===== src/hw/fec_consts.vh =====
`ifndef FEC_CONSTS_VH
`define FEC_CONSTS_VH

// clock and bus timing
`define FEC_CLK_NS 20
`define FEC_T_WP_NS 35
`define FEC_T_RD_NS 55
`define FEC_T_BUSY_NS 90
`define FEC_WP_CYC ((`FEC_T_WP_NS + `FEC_CLK_NS - 1) / `FEC_CLK_NS)
`define FEC_RD_CYC ((`FEC_T_RD_NS + `FEC_CLK_NS - 1) / `FEC_CLK_NS)
`define FEC_BUSY_CYC ((`FEC_T_BUSY_NS + `FEC_CLK_NS - 1) / `FEC_CLK_NS)

// user operation codes
`define FEC_OP_READ 4'h0
`define FEC_OP_SECTOR_ERASE 4'h1
`define FEC_OP_SUSPEND 4'h2
`define FEC_OP_RESUME 4'h3
`define FEC_OP_BYP_ENTER 4'h4
`define FEC_OP_BYP_PROG 4'h5
`define FEC_OP_BYP_EXIT 4'h6
`define FEC_OP_RESET 4'h7
`define FEC_OP_PROT_VERIFY 4'h8

// unlock addresses and protect offsets, byte and word mode
`define FEC_UNLOCK1_BYTE 20'h00AAA
`define FEC_UNLOCK2_BYTE 20'h00555
`define FEC_UNLOCK1_WORD 20'h00555
`define FEC_UNLOCK2_WORD 20'h002AA
`define FEC_PROT_OFS_BYTE 20'h00004
`define FEC_PROT_OFS_WORD 20'h00002

// command data codes
`define FEC_D_UNLOCK1 8'hAA
`define FEC_D_UNLOCK2 8'h55
`define FEC_D_ERASE_SETUP 8'h80
`define FEC_D_SECTOR_ERASE 8'h30
`define FEC_D_SUSPEND 8'hB0
`define FEC_D_RESUME 8'h30
`define FEC_D_BYP_ENTER 8'h20
`define FEC_D_BYP_PROG 8'hA0
`define FEC_D_BYP_EXIT1 8'h90
`define FEC_D_BYP_EXIT2 8'h00
`define FEC_D_RESET 8'hF0
`define FEC_D_AUTOSELECT 8'h90

// status bit carrying the timeout-exceeded flag
`define FEC_TIMEOUT_BIT 5

`endif


===== src/hw/fec_bus_cycle.v =====
`timescale 1ns/1ps
`include "fec_consts.vh"
module fec_bus_cycle #(
    parameter WP_CYC = `FEC_WP_CYC,
    parameter RD_CYC = `FEC_RD_CYC
) (
    input wire core_clk,
    input wire rstn,
    input wire start,
    input wire rd,
    input wire [19:0] addr,
    input wire [15:0] wdata,
    output reg done,
    output reg [15:0] rdata,
    output reg [19:0] flash_addr,
    output reg [15:0] flash_dq_out,
    input wire [15:0] flash_dq_in,
    output reg flash_dq_oe_n,
    output reg flash_ce_n,
    output reg flash_oe_n,
    output reg flash_we_n
);
localparam ST_IDLE = 3'h0;
localparam ST_SETUP = 3'h1;
localparam ST_STROBE = 3'h2;
localparam ST_SETTLE = 3'h3;
localparam ST_HOLD = 3'h4;

reg [2:0] state;
reg [7:0] cnt;
reg is_rd;
reg [15:0] dq_s1;
reg [15:0] dq_s2;
reg [15:0] dq_s3;

////////////////////////////////////////////////////////////////////////////////
// data pins pass three flops; stable once second and third agree
always @(posedge core_clk or negedge rstn) begin
    if (!rstn) begin
        dq_s1 <= 16'h0000;
        dq_s2 <= 16'h0000;
        dq_s3 <= 16'h0000;
    end else begin
        dq_s1 <= flash_dq_in;
        dq_s2 <= dq_s1;
        dq_s3 <= dq_s2;
    end
end

////////////////////////////////////////////////////////////////////////////////
always @(posedge core_clk or negedge rstn) begin
    if (!rstn) begin
        state <= ST_IDLE;
        cnt <= 8'h00;
        is_rd <= 1'b0;
        done <= 1'b0;
        rdata <= 16'h0000;
        flash_addr <= 20'h00000;
        flash_dq_out <= 16'h0000;
        flash_dq_oe_n <= 1'b1;
        flash_ce_n <= 1'b1;
        flash_oe_n <= 1'b1;
        flash_we_n <= 1'b1;
    end else begin
        done <= 1'b0;
        case (state)
            ST_IDLE: begin
                if (start) begin
                    // address and data settle before any strobe falls
                    is_rd <= rd;
                    flash_addr <= addr;
                    flash_dq_out <= wdata;
                    flash_dq_oe_n <= rd;
                    flash_ce_n <= 1'b0;
                    state <= ST_SETUP;
                end
            end
            ST_SETUP: begin
                // later falling edge is we, so address latches here
                flash_we_n <= is_rd;
                flash_oe_n <= ~is_rd;
                cnt <= is_rd ? RD_CYC[7:0] : WP_CYC[7:0];
                state <= ST_STROBE;
            end
            ST_STROBE: begin
                if (cnt > 8'h01) begin
                    cnt <= cnt - 8'h01;
                end else if (is_rd) begin
                    cnt <= 8'h03;
                    state <= ST_SETTLE;
                end else begin
                    // we rises first while data still driven
                    flash_we_n <= 1'b1;
                    state <= ST_HOLD;
                end
            end
            ST_SETTLE: begin
                // covers synchroniser latency before sampling
                if (cnt > 8'h01) begin
                    cnt <= cnt - 8'h01;
                end else if (dq_s2 == dq_s3) begin
                    rdata <= dq_s3;
                    flash_oe_n <= 1'b1;
                    state <= ST_HOLD;
                end
            end
            ST_HOLD: begin
                flash_ce_n <= 1'b1;
                flash_dq_oe_n <= 1'b1;
                done <= 1'b1;
                state <= ST_IDLE;
            end
            default: begin
                state <= ST_IDLE;
            end
        endcase
    end
end

endmodule // fec_bus_cycle


===== src/hw/fec_host.v =====
// Notes on behaviour
// - sector erase: six writes, mode-dependent addresses
// - all cycles writes except reads, autoselect fourth
// - reset returns from autoselect or timeout
// - bypass program only after bypass entry
// - bypass program: A0, then data to address
`timescale 1ns/1ps
`include "fec_consts.vh"
module fec_host #(
    parameter BUSY_CYC = `FEC_BUSY_CYC
) (
    input wire core_clk,
    input wire rstn,
    input wire cmd_valid,
    input wire [3:0] cmd_op,
    input wire [19:0] cmd_addr,
    input wire [15:0] cmd_data,
    input wire word_mode,
    output reg cmd_ready,
    output reg rsp_valid,
    output reg rsp_error,
    output reg [15:0] rsp_data,
    output reg erase_active,
    output reg erase_suspended,
    output reg bypass_active,
    output reg autoselect_active,
    output reg timeout_exceeded_flag,
    output wire [19:0] flash_addr,
    output wire [15:0] flash_dq_out,
    input wire [15:0] flash_dq_in,
    output wire flash_dq_oe_n,
    output wire flash_ce_n,
    output wire flash_oe_n,
    output wire flash_we_n,
    input wire flash_ready_busy
);
localparam ST_IDLE = 2'h0;
localparam ST_ISSUE = 2'h1;
localparam ST_WAIT = 2'h2;
localparam ST_FINISH = 2'h3;

reg [1:0] state;
reg [3:0] op;
reg [19:0] addr;
reg [15:0] data;
reg [2:0] step;
reg start;
reg [7:0] settle;
reg rb_s1;
reg rb_s2;
reg rb_s3;
reg rb_level;
reg legal;
reg [19:0] step_addr;
reg [15:0] step_data;
reg step_rd;
reg last_step;
wire cyc_done;
wire [15:0] cyc_rdata;
wire [19:0] unlock1;
wire [19:0] unlock2;
wire [19:0] sector_addr;

assign unlock1 = word_mode ? `FEC_UNLOCK1_WORD : `FEC_UNLOCK1_BYTE;
assign unlock2 = word_mode ? `FEC_UNLOCK2_WORD : `FEC_UNLOCK2_BYTE;
// low address bits cleared; only the sector bits matter
assign sector_addr = {addr[19:12], 12'h000};

////////////////////////////////////////////////////////////////////////////////
// ready/busy pin: three flops, level taken once second and third agree
always @(posedge core_clk or negedge rstn) begin
    if (!rstn) begin
        rb_s1 <= 1'b1;
        rb_s2 <= 1'b1;
        rb_s3 <= 1'b1;
        rb_level <= 1'b1;
    end else begin
        rb_s1 <= flash_ready_busy;
        rb_s2 <= rb_s1;
        rb_s3 <= rb_s2;
        if (rb_s2 == rb_s3) begin
            rb_level <= rb_s3;
        end
    end
end

////////////////////////////////////////////////////////////////////////////////
// which operations the device will honour in the current mode
always @* begin
    legal = 1'b0;
    case (cmd_op)
        `FEC_OP_READ: legal = 1'b1;
        `FEC_OP_SECTOR_ERASE: legal = !erase_active && !bypass_active && !autoselect_active;
        `FEC_OP_SUSPEND: legal = erase_active && !erase_suspended;
        `FEC_OP_RESUME: legal = erase_suspended && !autoselect_active;
        `FEC_OP_BYP_ENTER: legal = !bypass_active && !erase_active && !autoselect_active;
        `FEC_OP_BYP_PROG: legal = bypass_active;
        `FEC_OP_BYP_EXIT: legal = bypass_active;
        `FEC_OP_RESET: legal = 1'b1;
        `FEC_OP_PROT_VERIFY: legal = !bypass_active && (!erase_active || erase_suspended);
        default: legal = 1'b0;
    endcase
end

////////////////////////////////////////////////////////////////////////////////
// bus cycle table; command cycles drive only the low data byte
always @* begin
    step_addr = 20'h00000;
    step_data = 16'h0000;
    step_rd = 1'b0;
    last_step = 1'b1;
    case (op)
        `FEC_OP_READ: begin
            step_addr = addr;
            step_rd = 1'b1;
        end
        `FEC_OP_SECTOR_ERASE: begin
            last_step = (step == 3'h5);
            case (step)
                3'h0: begin step_addr = unlock1; step_data = {8'h00, `FEC_D_UNLOCK1}; end
                3'h1: begin step_addr = unlock2; step_data = {8'h00, `FEC_D_UNLOCK2}; end
                3'h2: begin step_addr = unlock1; step_data = {8'h00, `FEC_D_ERASE_SETUP}; end
                3'h3: begin step_addr = unlock1; step_data = {8'h00, `FEC_D_UNLOCK1}; end
                3'h4: begin step_addr = unlock2; step_data = {8'h00, `FEC_D_UNLOCK2}; end
                default: begin step_addr = sector_addr; step_data = {8'h00, `FEC_D_SECTOR_ERASE}; end
            endcase
        end
        `FEC_OP_SUSPEND: step_data = {8'h00, `FEC_D_SUSPEND};
        `FEC_OP_RESUME: step_data = {8'h00, `FEC_D_RESUME};
        `FEC_OP_BYP_ENTER: begin
            last_step = (step == 3'h2);
            step_addr = (step == 3'h1) ? unlock2 : unlock1;
            case (step)
                3'h0: step_data = {8'h00, `FEC_D_UNLOCK1};
                3'h1: step_data = {8'h00, `FEC_D_UNLOCK2};
                default: step_data = {8'h00, `FEC_D_BYP_ENTER};
            endcase
        end
        `FEC_OP_BYP_PROG: begin
            last_step = (step == 3'h1);
            if (step == 3'h0) begin
                step_data = {8'h00, `FEC_D_BYP_PROG};
            end else begin
                step_addr = addr;
                step_data = data;
            end
        end
        `FEC_OP_BYP_EXIT: begin
            last_step = (step == 3'h1);
            step_data = (step == 3'h0) ? {8'h00, `FEC_D_BYP_EXIT1} : {8'h00, `FEC_D_BYP_EXIT2};
        end
        `FEC_OP_RESET: step_data = {8'h00, `FEC_D_RESET};
        `FEC_OP_PROT_VERIFY: begin
            last_step = (step == 3'h3);
            case (step)
                3'h0: begin step_addr = unlock1; step_data = {8'h00, `FEC_D_UNLOCK1}; end
                3'h1: begin step_addr = unlock2; step_data = {8'h00, `FEC_D_UNLOCK2}; end
                3'h2: begin step_addr = unlock1; step_data = {8'h00, `FEC_D_AUTOSELECT}; end
                default: begin
                    // fourth cycle is a read at the sector plus the protect offset
                    step_addr = sector_addr |
                        (word_mode ? `FEC_PROT_OFS_WORD : `FEC_PROT_OFS_BYTE);
                    step_rd = 1'b1;
                end
            endcase
        end
        default: last_step = 1'b1;
    endcase
end

////////////////////////////////////////////////////////////////////////////////
always @(posedge core_clk or negedge rstn) begin
    if (!rstn) begin
        state <= ST_IDLE;
        op <= `FEC_OP_READ;
        addr <= 20'h00000;
        data <= 16'h0000;
        step <= 3'h0;
        start <= 1'b0;
        settle <= 8'h00;
        cmd_ready <= 1'b1;
        rsp_valid <= 1'b0;
        rsp_error <= 1'b0;
        rsp_data <= 16'h0000;
        erase_active <= 1'b0;
        erase_suspended <= 1'b0;
        bypass_active <= 1'b0;
        autoselect_active <= 1'b0;
        timeout_exceeded_flag <= 1'b0;
    end else begin
        start <= 1'b0;
        rsp_valid <= 1'b0;
        rsp_error <= 1'b0;
        if (settle != 8'h00) begin
            settle <= settle - 8'h01;
        end
        case (state)
            ST_IDLE: begin
                // ready/busy only trusted after the busy window
                if (erase_active && !erase_suspended && settle == 8'h00 && rb_level) begin
                    erase_active <= 1'b0;
                end
                if (cmd_valid && cmd_ready) begin
                    if (legal) begin
                        op <= cmd_op;
                        addr <= cmd_addr;
                        data <= cmd_data;
                        step <= 3'h0;
                        cmd_ready <= 1'b0;
                        state <= ST_ISSUE;
                    end else begin
                        rsp_valid <= 1'b1;
                        rsp_error <= 1'b1;
                    end
                end
            end
            ST_ISSUE: begin
                start <= 1'b1;
                state <= ST_WAIT;
            end
            ST_WAIT: begin
                if (cyc_done) begin
                    if (last_step) begin
                        state <= ST_FINISH;
                    end else begin
                        step <= step + 3'h1;
                        state <= ST_ISSUE;
                    end
                end
            end
            ST_FINISH: begin
                rsp_valid <= 1'b1;
                cmd_ready <= 1'b1;
                state <= ST_IDLE;
                case (op)
                    `FEC_OP_READ: begin
                        rsp_data <= cyc_rdata;
                        // status reads while erasing carry the timeout bit
                        if (erase_active && !erase_suspended && cyc_rdata[`FEC_TIMEOUT_BIT]) begin
                            timeout_exceeded_flag <= 1'b1;
                        end
                    end
                    `FEC_OP_SECTOR_ERASE: begin
                        erase_active <= 1'b1;
                        settle <= BUSY_CYC[7:0];
                    end
                    `FEC_OP_SUSPEND: erase_suspended <= 1'b1;
                    `FEC_OP_RESUME: begin
                        erase_suspended <= 1'b0;
                        settle <= BUSY_CYC[7:0];
                    end
                    `FEC_OP_BYP_ENTER: bypass_active <= 1'b1;
                    `FEC_OP_BYP_EXIT: bypass_active <= 1'b0;
                    `FEC_OP_RESET: begin
                        // f0 also ends bypass mode
                        bypass_active <= 1'b0;
                        autoselect_active <= 1'b0;
                        timeout_exceeded_flag <= 1'b0;
                        if (timeout_exceeded_flag) begin
                            erase_active <= 1'b0;
                            erase_suspended <= 1'b0;
                        end
                    end
                    `FEC_OP_PROT_VERIFY: begin
                        autoselect_active <= 1'b1;
                        rsp_data <= {8'h00, cyc_rdata[7:0]};
                    end
                    default: rsp_data <= 16'h0000;
                endcase
            end
            default: state <= ST_IDLE;
        endcase
    end
end

////////////////////////////////////////////////////////////////////////////////
fec_bus_cycle u_bus_cycle (
    .core_clk(core_clk),
    .rstn(rstn),
    .start(start),
    .rd(step_rd),
    .addr(step_addr),
    .wdata(step_data),
    .done(cyc_done),
    .rdata(cyc_rdata),
    .flash_addr(flash_addr),
    .flash_dq_out(flash_dq_out),
    .flash_dq_in(flash_dq_in),
    .flash_dq_oe_n(flash_dq_oe_n),
    .flash_ce_n(flash_ce_n),
    .flash_oe_n(flash_oe_n),
    .flash_we_n(flash_we_n)
);

endmodule // fec_host


===== config.mk =====
export PLATFORM = sky130hd
export DESIGN_NAME = fec_host
export DESIGN_NICKNAME = d
export VERILOG_FILES = /design/src/hw/fec_bus_cycle.v /design/src/hw/fec_host.v
export VERILOG_INCLUDE_DIRS = /design/src /design/src/hw
export SDC_FILE = /design/constraint.sdc
export NUM_CORES = 1
export LEC_CHECK = 0
export ABC_AREA = 1
export ABC_CLOCK_PERIOD_IN_PS = 2050
export BUFFER_PORTS_ARGS = -buffer_cell sky130_fd_sc_hd__buf_2
export CAP_MARGIN = 20
export CORE_MARGIN = 3
export CORE_UTILIZATION = 45
export CTS_CLUSTER_DIAMETER = 150
export DETAILED_ROUTE_END_ITERATION = 12
export HOLD_SLACK_MARGIN = 0.1
export PLACE_DENSITY = 0.64
export SLEW_MARGIN = 20
export SYNTH_ARGS = -nofsm -noshare
export SYNTH_HDL_FRONTEND = slang
export SYNTH_SLANG_ARGS = --single-unit

===== constraint.sdc =====
create_clock -name core_clk -period 2.05 [get_ports core_clk]
set_clock_uncertainty 0.05 [all_clocks]
set_input_delay 0 -clock core_clk [delete_from_list [all_inputs] [get_ports core_clk]]
set_output_delay 0 -clock core_clk [all_outputs]
set_load 0.1 [all_outputs]

After elaboration in Yosys (flattened, before gate mapping)
Index checks and enable logic that the tools add are counted.
{"block": "word_totals", "ff_bits": 199, "inputBits": 61, "out_inout_bits": 64, "word_cells": 219}
{"block": "classes", "addsub": 3, "magnitude_cmp": 1, "n_eq_ne": 46, "muxes": 71, "bitwise_logic": 4, "reduce_logical": 60}
{"cell": "16-bit case mux with 8 select lines", "count": 1}
{"cell": "20-bit case mux with 5 select lines", "count": 1}
{"cell": "20-bit case mux with 2 select lines", "count": 2}
{"cell": "8-bit case mux with 3 select lines", "count": 3}
{"cell": "8-bit 2-to-1 mux", "count": 7}
{"cell": "16-bit case mux with 3 select lines", "count": 1}
{"cell": "4-bit by 3-bit equality test with 1-bit output (second input constant)", "count": 8}
{"cell": "3-bit 2-to-1 mux", "count": 10}
{"cell": "3-bit AND reduction", "count": 9}
{"cell": "12-bit 2-to-1 mux", "count": 2}
{"cell": "1-bit case mux with 2 select lines", "count": 12}
{"cell": "20-bit 2-to-1 mux", "count": 1}
{"cell": "2-bit != test (second input constant)", "count": 10}
{"cell": "20-bit by 3-bit OR with 20-bit output", "count": 1}
{"cell": "1-bit 2-to-1 mux", "count": 18}
{"cell": "2-bit OR reduction", "count": 9}
{"cell": "16-bit equality test", "count": 1}
{"cell": "4-bit by 2-bit equality test with 1-bit output (second input constant)", "count": 4}
{"cell": "16-bit 2-to-1 mux", "count": 1}
{"cell": "8-bit case mux with 2 select lines", "count": 1}
{"cell": "2-bit nonzero test", "count": 8}
{"cell": "8-bit by 1-bit subtractor with 8-bit output (second input constant)", "count": 2}
{"cell": "3-bit by 2-bit equality test with 1-bit output (second input constant)", "count": 4}
{"cell": "3-bit case mux with 4 select lines", "count": 1}
{"cell": "other kinds (35)", "count": 68}

Longest topological paths before layout
Gate-level depths: netlist (run 1).
{"block": "depth", "ltp_word": 7, "depth_mapped": 12, "ltp_nobuf": 12}

Cells and area by module
Synthesis (run 1) repeated with hierarchy kept, for this count alone.
{"block": "unflattened", "cells_unflattened": 1063, "area_unflattened_um2": 8918.6}
{"module": "fec_bus_cycle", "instances": 1, "cells_per_inst": 482, "area_each_um2": 4489.3, "seq_area_each_um2": 2932.8}
{"module": "fec_host", "instances": 1, "cells_per_inst": 581, "area_each_um2": 4429.2, "seq_area_each_um2": 2058.2}

Worst setup path after synthesis (run 1)
OpenSTA, ideal clock, no wires.
{"block": "synth_path", "kind": "register -> register", "start": "register bypass_active", "end": "register data[15]", "setup_time_ps": 122, "t_arrival_ps": 2011, "t_required_ps": 1878, "setup_slack_ps": -133, "stages_incl_launch_ff": 11, "path_buffers": 1, "period_less_slack_ps": 2183, "path_cell_list": "dfrtp_1 inv_1 o21ai_0 nand2_1 nand3_1 nand2_1 nand2_2 nand2_4 buf_6 nor2_1 a21oi_1"}
{"block": "synth_via", "elab_chain_cells": 5, "elab_cells_between_ends": 6, "cone_classes": "mux (1); reduce/logical (5)"}
{"element": "start, declared", "line": "fec_host.v:25", "source": "output reg bypass_active,"}
{"element": "start signal, assigned", "line": "fec_host.v:187", "source": "bypass_active <= 1'b0;"}
{"element": "start signal, assigned", "line": "fec_host.v:252", "source": "`FEC_OP_BYP_ENTER: bypass_active <= 1'b1;"}
{"element": "start signal, assigned", "line": "fec_host.v:253", "source": "`FEC_OP_BYP_EXIT: bypass_active <= 1'b0;"}
{"element": "1-bit logical NOT", "line": "fec_host.v:93, fec_host.v:96, fec_host.v:100"}
{"element": "1-bit logical AND (2 in series)", "line": "fec_host.v:93, fec_host.v:96"}
{"element": "1-bit case mux with 6 select lines (*)", "line": "fec_host.v:91", "source": "case (cmd_op)"}
{"element": "3-bit AND reduction (no line) (*)"}
{"element": "end signal, assigned", "line": "fec_host.v:207", "source": "data <= cmd_data;"}
{"element": "end, declared", "line": "fec_host.v:45", "source": "reg [15:0] data;"}
Mark *: on every way between the ends. The rest lies on a longest branch, timed or not.
A chain may end at the register's enable or synchronous reset.

Final worst setup path (run 1)
{"block": "layout_path", "start": "register step[0]", "end": "register u_bus_cycle.flash_dq_out[2]"}
{"block": "layout_via", "elab_chain_cells": 4, "elab_cells_between_ends": 12, "cone_classes": "eq/ne (4); mux (5); reduce/logical (3)"}
{"element": "start, declared", "line": "fec_host.v:46", "source": "reg [2:0] step;"}
{"element": "start signal, assigned", "line": "fec_host.v:226", "source": "step <= step + 3'h1;"}
{"element": "3-bit by 1-bit equality test with 1-bit output, or another cell as far along", "line": "fec_host.v:119, fec_host.v:133, fec_host.v:155"}
{"element": "2-bit OR reduction (no line)"}
{"element": "8-bit case mux with 3 select lines", "line": "fec_host.v:119", "source": "case (step)"}
{"element": "16-bit case mux with 8 select lines (*)", "line": "fec_host.v:112", "source": "case (op)"}
{"element": "end signal, assigned", "line": "fec_bus_cycle.v:72", "source": "flash_dq_out <= wdata;"}
{"element": "end, declared", "line": "fec_bus_cycle.v:16", "source": "output reg [15:0] flash_dq_out,"}
Marks and branches as above.

==> results of run 1 <==
==> registers in the layout (all words and copies together) (netlist names), 2 cells and up <==
register                  flops
addr                         20
u_bus_cycle.flash_addr       20
data                         16
rsp_data                     16
u_bus_cycle.dq_s1            16
u_bus_cycle.dq_s2            16
u_bus_cycle.dq_s3            16
u_bus_cycle.flash_dq_out     16
u_bus_cycle.rdata            16
settle                        8
u_bus_cycle.cnt               8
op                            4
step                          3
u_bus_cycle.state             3
state                         2
==> kinds of logic (layout without fill, tap and decap cells) <==
group                      after synthesis  after routing
buffers and inverters                  139            358
AOI/OAI and AO/OA                      140            140
adders and majority gates               15             15
and+or+nand+nor                        479            479
xor gates and xnor gates                14             14
DFF                                    199            199
==> report_power, final <==
group	switching, mW	internal [mW]	total, mW
sequential	0.611	4.89	5.50
clock	1.67	1.66	3.32
combinational	5.40	1.76	7.16
==> critical path, stage by stage (launching register included) <==
cell,delay (ns)
dfrtp_2,0.44
buf_4,0.14
ha_1,0.21
nand2_2,0.12
nand2_1,0.11
inv_1,0.10
nor2_1,0.07
a21oi_1,0.29
a21oi_1,0.12
a21o_1,0.17
==> worst min-delay path by stage <==
stage	slack, ns	cells past startpoint	endpoint	from
after global placement	-0.03	1	u_bus_cycle.dq_s1[9]	rstn
after detailed placement	-0.03	1	u_bus_cycle.dq_s1[9]	rstn
after CTS	0.13	2	u_bus_cycle.dq_s1[10]	flash_dq_in[10]
after global routing	0.14	2	u_bus_cycle.dq_s1[3]	flash_dq_in[3]
after floorplan	-0.35	0	addr[0]	rstn
final	0.14	2	u_bus_cycle.dq_s1[7]	flash_dq_in[7]
==> per-stage QoR <==
stage	hold slack, ns	worst slack, ns
after global routing	0.135	-0.0173
after CTS	0.126	0.0291
final	0.143	0.124
after global placement	-0.0327	0.118
after detailed placement	-0.0314	0.0297
after floorplan	-0.346	0.139
==> routing by layer <==
metal / GRT usage (%) / wire (um) / up-vias
met5: 0 / 0 / -
met3: 3.60 / 757 / 27
met1: 27.5 / 9540 / 3420
met2: 31.6 / 9720 / 159
li1: - / - / 3595
met4: 6.26 / 397 / 0
==> area by class of cell <==
cell class,count,area share (%)
multi-input combinational,648,29.7
inverter,118,3.97
clock inverter,14,1.64
timing repair buffer,208,13.1
clock buffer,18,3.85
tap,260,2.92
sequential,199,44.8
==> what timing repair did <==
| action | 4_1_cts | 5_1_grt |
|---|---|---|
| gates resized for setup | 0 | 11 |
| endpoints found under the setup margin | 0 | 28 |
| buffers inserted | 0 | 1 |
| hold buffers | 61 | 0 |
| hold endpoints to repair | 259 | 0 |
==> layout by cell type (no fill, tap or decap), drive strengths merged, types with 2 or more instances in the layout <==
master	netlist	final
nand2	262	262
dfrtp	190	190
buf	16	146
inv	117	121
nor2	101	101
o21ai	72	72
nand3	68	68
dlygate4sd3	0	61
a21oi	50	50
nand4	26	26
clkbuf	5	19
ha	14	14
nor3	13	13
xor2	12	12
clkinv	1	11
dfstp	9	9
o22ai	4	4
or2	4	4
a211oi	3	3
xnor2	2	2
a22oi	2	2
o211ai	2	2
a21o	2	2
o2111ai	2	2
nor3b	2	2
==> flow_metrics.tcl, run 1 <==
set metrics [dict create \
    synth-seq-area-share_pct 56.3 \
    drt-total-wl_um 20400 \
    ant_nets 0 \
    grtUsageTotal_pct 19.7 \
    total_power_mw 16.0 \
    start_kind "flop" \
    clkSinkCount 199 \
    cts_tree "built" \
    synth-simple-area-share_pct 24.5 \
    synthTopCellsByCount "nand2_1 (248), dfrtp_1 (190), inv_1 (103), nor2_1 (84), nand3_1 (66)" \
    criticalPathCategory "flop to flop" \
    synthFlopType "dfrtp_1" \
    drv_slew 0 \
    synth-async-reset-ratio_pct 100 \
    placed_area_sq_um 9880 \
    yosys.area.top_type "dfrtp_1" \
    cts-root-buf "clkbuf_16" \
    ios 125 \
    dieHeight_um 146 \
    synth_cells 986 \
    synthMuxAreaShare_pct 0 \
    hold_viol 0 \
    endpoint_kind "flop" \
    status "completed" \
    rrSetupSlack_ns 0.12 \
    synth_area_sq_um 8860 \
    ir_drop_uv 846 \
    antenna_found_initial 0 \
    synth_cell_types 48 \
    drt_iter0_drc 567 \
    fmax_mhz 519 \
    htreeDepth 4 \
    ys_warn_count 0 \
    fillCellCount 1693 \
    drc_errors 0 \
    wl_per_cell_um 13.9 \
    grt_pass1_vias 7000 \
    post-route-period-util_pct 93.9 \
    p_leak_nw 5.76 \
    grt_pass1_wl_um 34700 \
    core_sq_um 19000 \
    grt_max_degree 62 \
    finalInstanceArea_sq_um 11200 \
    tns_ns 0 \
    relSlewSlack_pct 66.4 \
    start_util_pct 46.6 \
    die-width_um 146 \
    reg2reg_depth 9 \
    synth_compound_area_share_pct 8.98 \
    cts_buffers 17 \
    synth_edf_count 0 \
    nets 1267 \
    cts_buffer_depth 2 \
    power.density_nw_per_um2 1430 \
    r2r_start "step[0]" \
    setup_viol 0 \
    worst_ep_arrival_time_ns 2.20 \
    clkTransAtPathRegs_ns 0.08 \
    layout-drive-gt1-share_pct 21.7 \
    hp-class "primary input to flop" \
    multiInputGateArea_sq_um 3310 \
    synth_top_area_share_pct 53.7 \
    clock_latency_ns 0.43 \
    vias 7201 \
    timing.final.crit_period_ns 1.93 \
    cp-endpoint "u_bus_cycle.flash_dq_out[2]" \
    synth_area_per_cell_sq_um 8.99 \
    path_max_fanout 7 \
    vias_per_cell 4.92 \
    utilization_pct 58.7 \
    crit_path_start "step[0]" \
    seq_area_sq_um 5000 \
    area_growth_pct 25.9 \
    dr.pass1.iters 5 \
    ys_top_cells_by_area "dfrtp_1 (54%), nand2_1 (11%), inv_1 (4.4%)" \
    rows 50 \
    final_cells 1465 \
    tightest_slew_ns 0.507 \
    die-area_sq_um 21400 \
    place_congestion 0.888 \
    num_antenna_cells 0 \
    synth_top_family_by_area "simple AND/OR/NAND/NOR gates" \
    synth_xor_area_share_pct 1.38 \
    r2r-end "u_bus_cycle.flash_dq_out[2]" \
    synthMostInstantiatedCell "nand2_1" \
    ys_ff_latch 199 \
    synth_fa_ha_area_share_pct 2.09 \
    overflow 0 \
    cap_violations 0 \
    syn_nets 1061 \
    placedCellCount 1371 \
    portBuffers 124 \
    hpwl_um 14600 \
    worstPathRequired_ns 2.32 \
]
No activity file was read; power rests on OpenSTA's default activity.
==> inputs of run 2 (changes only) <==
Settings changed: CORE_UTILIZATION 45 to 35, PLACE_DENSITY 0.64 to 0.52.
==> flow_metrics.tcl, run 2 (synthesis results as in run 1) <==
set metrics [dict create \
    dr.pass1.iters 6 \
    grt_max_degree 42 \
    max_stage_delay_ns 0.46 \
    cts_buffers 17 \
    clock_latency_ns 0.44 \
    worstPathRequired_ns 2.34 \
    drv_slew 0 \
    whs_path_depth 2 \
    drc_errors 0 \
    rows 57 \
    area_growth_pct 28.1 \
    place_congestion 0.849 \
    vias_per_cell 4.64 \
    clkSinkCount 199 \
    hold_viol 0 \
    nets 1271 \
    rsz0062_at_grt "false" \
    pre_cts_ws_ns 0.0799 \
    reg_top3 "addr x20, u_bus_cycle.flash_addr x20" \
    fmax_mhz 523 \
    ant_nets 0 \
    overflow 0 \
    dieHeight_um 165 \
    timing.final.crit_period_ns 1.91 \
    core_sq_um 24600 \
    portBuffers 124 \
    criticalPathCategory "flop to flop" \
    status "completed" \
    cts-root-buf "clkbuf_16" \
    power.density_nw_per_um2 1450 \
    drt-total-wl_um 21600 \
    ir_drop_uv 949 \
    cap_violations 0 \
    die-width_um 165 \
    grtUsageTotal_pct 16.6 \
    path_max_fanout 6 \
    final_cells 1533 \
    grt_pass1_vias 7009 \
    hold_slack_ns 0.132 \
    wl_per_cell_um 14.1 \
    grt_pass1_wl_um 35900 \
    cts_buffer_depth 2 \
    fillCellCount 2434 \
    cp_common_cell "nand2_1" \
    tightest_slew_ns 0.522 \
    clkTransAtPathRegs_ns 0.09 \
    die-area_sq_um 27300 \
    ios 125 \
    path_cells "inv_1 > ha_1 > nand2_2 > ha_1 > nor2_1 > nor2_1 > nand2_1 > nor2_4 > o21ai_1 > nand2_1 > nand2_1" \
    final.setup.worst_slack_ns 0.136 \
    final_cell_mix "nand2_1 (247), dfrtp_1 (185), buf_2 (123)" \
    htreeDepth 4 \
    cp_slowest_cell "dfrtp_2" \
    setup_viol 0 \
    tns_ns 0 \
    path_buf_inv 1 \
    placedCellCount 1439 \
    p_leak_nw 5.83 \
    post-route-period-util_pct 93.3 \
    relSlewSlack_pct 65.4 \
    cp.depth 11 \
    placed_area_sq_um 10000 \
    hp-class "primary input to flop" \
    start_kind "flop" \
    drt_iter0_drc 286 \
    reg2reg_depth 11 \
    layout-drive-gt1-share_pct 21.9 \
    hpwl_um 15500 \
    num_antenna_cells 0 \
    worst_ep_arrival_time_ns 2.20 \
    antenna_found_initial 0 \
    finalInstanceArea_sq_um 11300 \
    start_util_pct 36.0 \
    cts_setup_buffers 0 \
    endpoint_kind "flop" \
    vias 7110 \
    final_common_cell "nand2_1" \
    cp_top_family "simple AND/OR/NAND/NOR gates" \
    rrSetupSlack_ns 0.14 \
    cts_tree "built" \
]
## run 2: final timing paths
path / from / end
worst max-delay path: step[1] / u_bus_cycle.flash_addr[3]
worst min-delay path: flash_dq_in[9] / u_bus_cycle.dq_s1[9]
worst max register to register: step[1] / u_bus_cycle.flash_addr[3]
min in group asynchronous: rstn / addr[11]
max in group asynchronous: rstn / rb_s1
worst min register to register: u_bus_cycle.dq_s1[2] / u_bus_cycle.dq_s2[2]
## run 2: through the flow
stage / util, % / power (mW)
global placement: 40.7 / 12.6
floorplan: - / 10.9
finish: 46.1 / 16.4
detailed placement: 40.7 / 12.6
global route: 46.1 / 17.6
CTS: 46.0 / 16.6
## run 2: where the power goes
part	switching (mW)	internal [mW]
logic	5.37	1.77
registers	0.615	4.89
clock network	1.96	1.80
## run 2: worst reg2reg max path: stages (launching register included)
cell and delay [ns]:
dfrtp_2 0.46, inv_1 0.09, ha_1 0.18, nand2_2 0.12, ha_1 0.34, nor2_1 0.06
nor2_1 0.10, nand2_1 0.09, nor2_4 0.14, o21ai_1 0.08, nand2_1 0.06, nand2_1 0.05
## run 2: final cells by class
type	count	area, sq um	area share [%]
multi-input cells	648	3300	29.1
well taps	324	405	3.57
inverters	118	443	3.90
flip-flops and latches	199	5000	44.0
clock buffers	17	425	3.75
repair buffers	212	1530	13.5
clock inverters	15	249	2.19
## run 2: what timing repair did
action / CTS / global route
endpoints found under the setup margin: 0 / 22
gates resized for setup: 0 / 8
hold endpoints to repair: 260 / 0
hold buffers: 62 / 0
## run 2: metal layers
layer | global-route usage (%) | part of all wire [%] | up-vias
met4 | 3.62 | 1.2 | 0
met2 | 26.3 | 47 | 128
li1 | - | - | 3599
met5 | 0 | 0 | -
met3 | 3.99 | 4.4 | 19
met1 | 23.2 | 47 | 3364
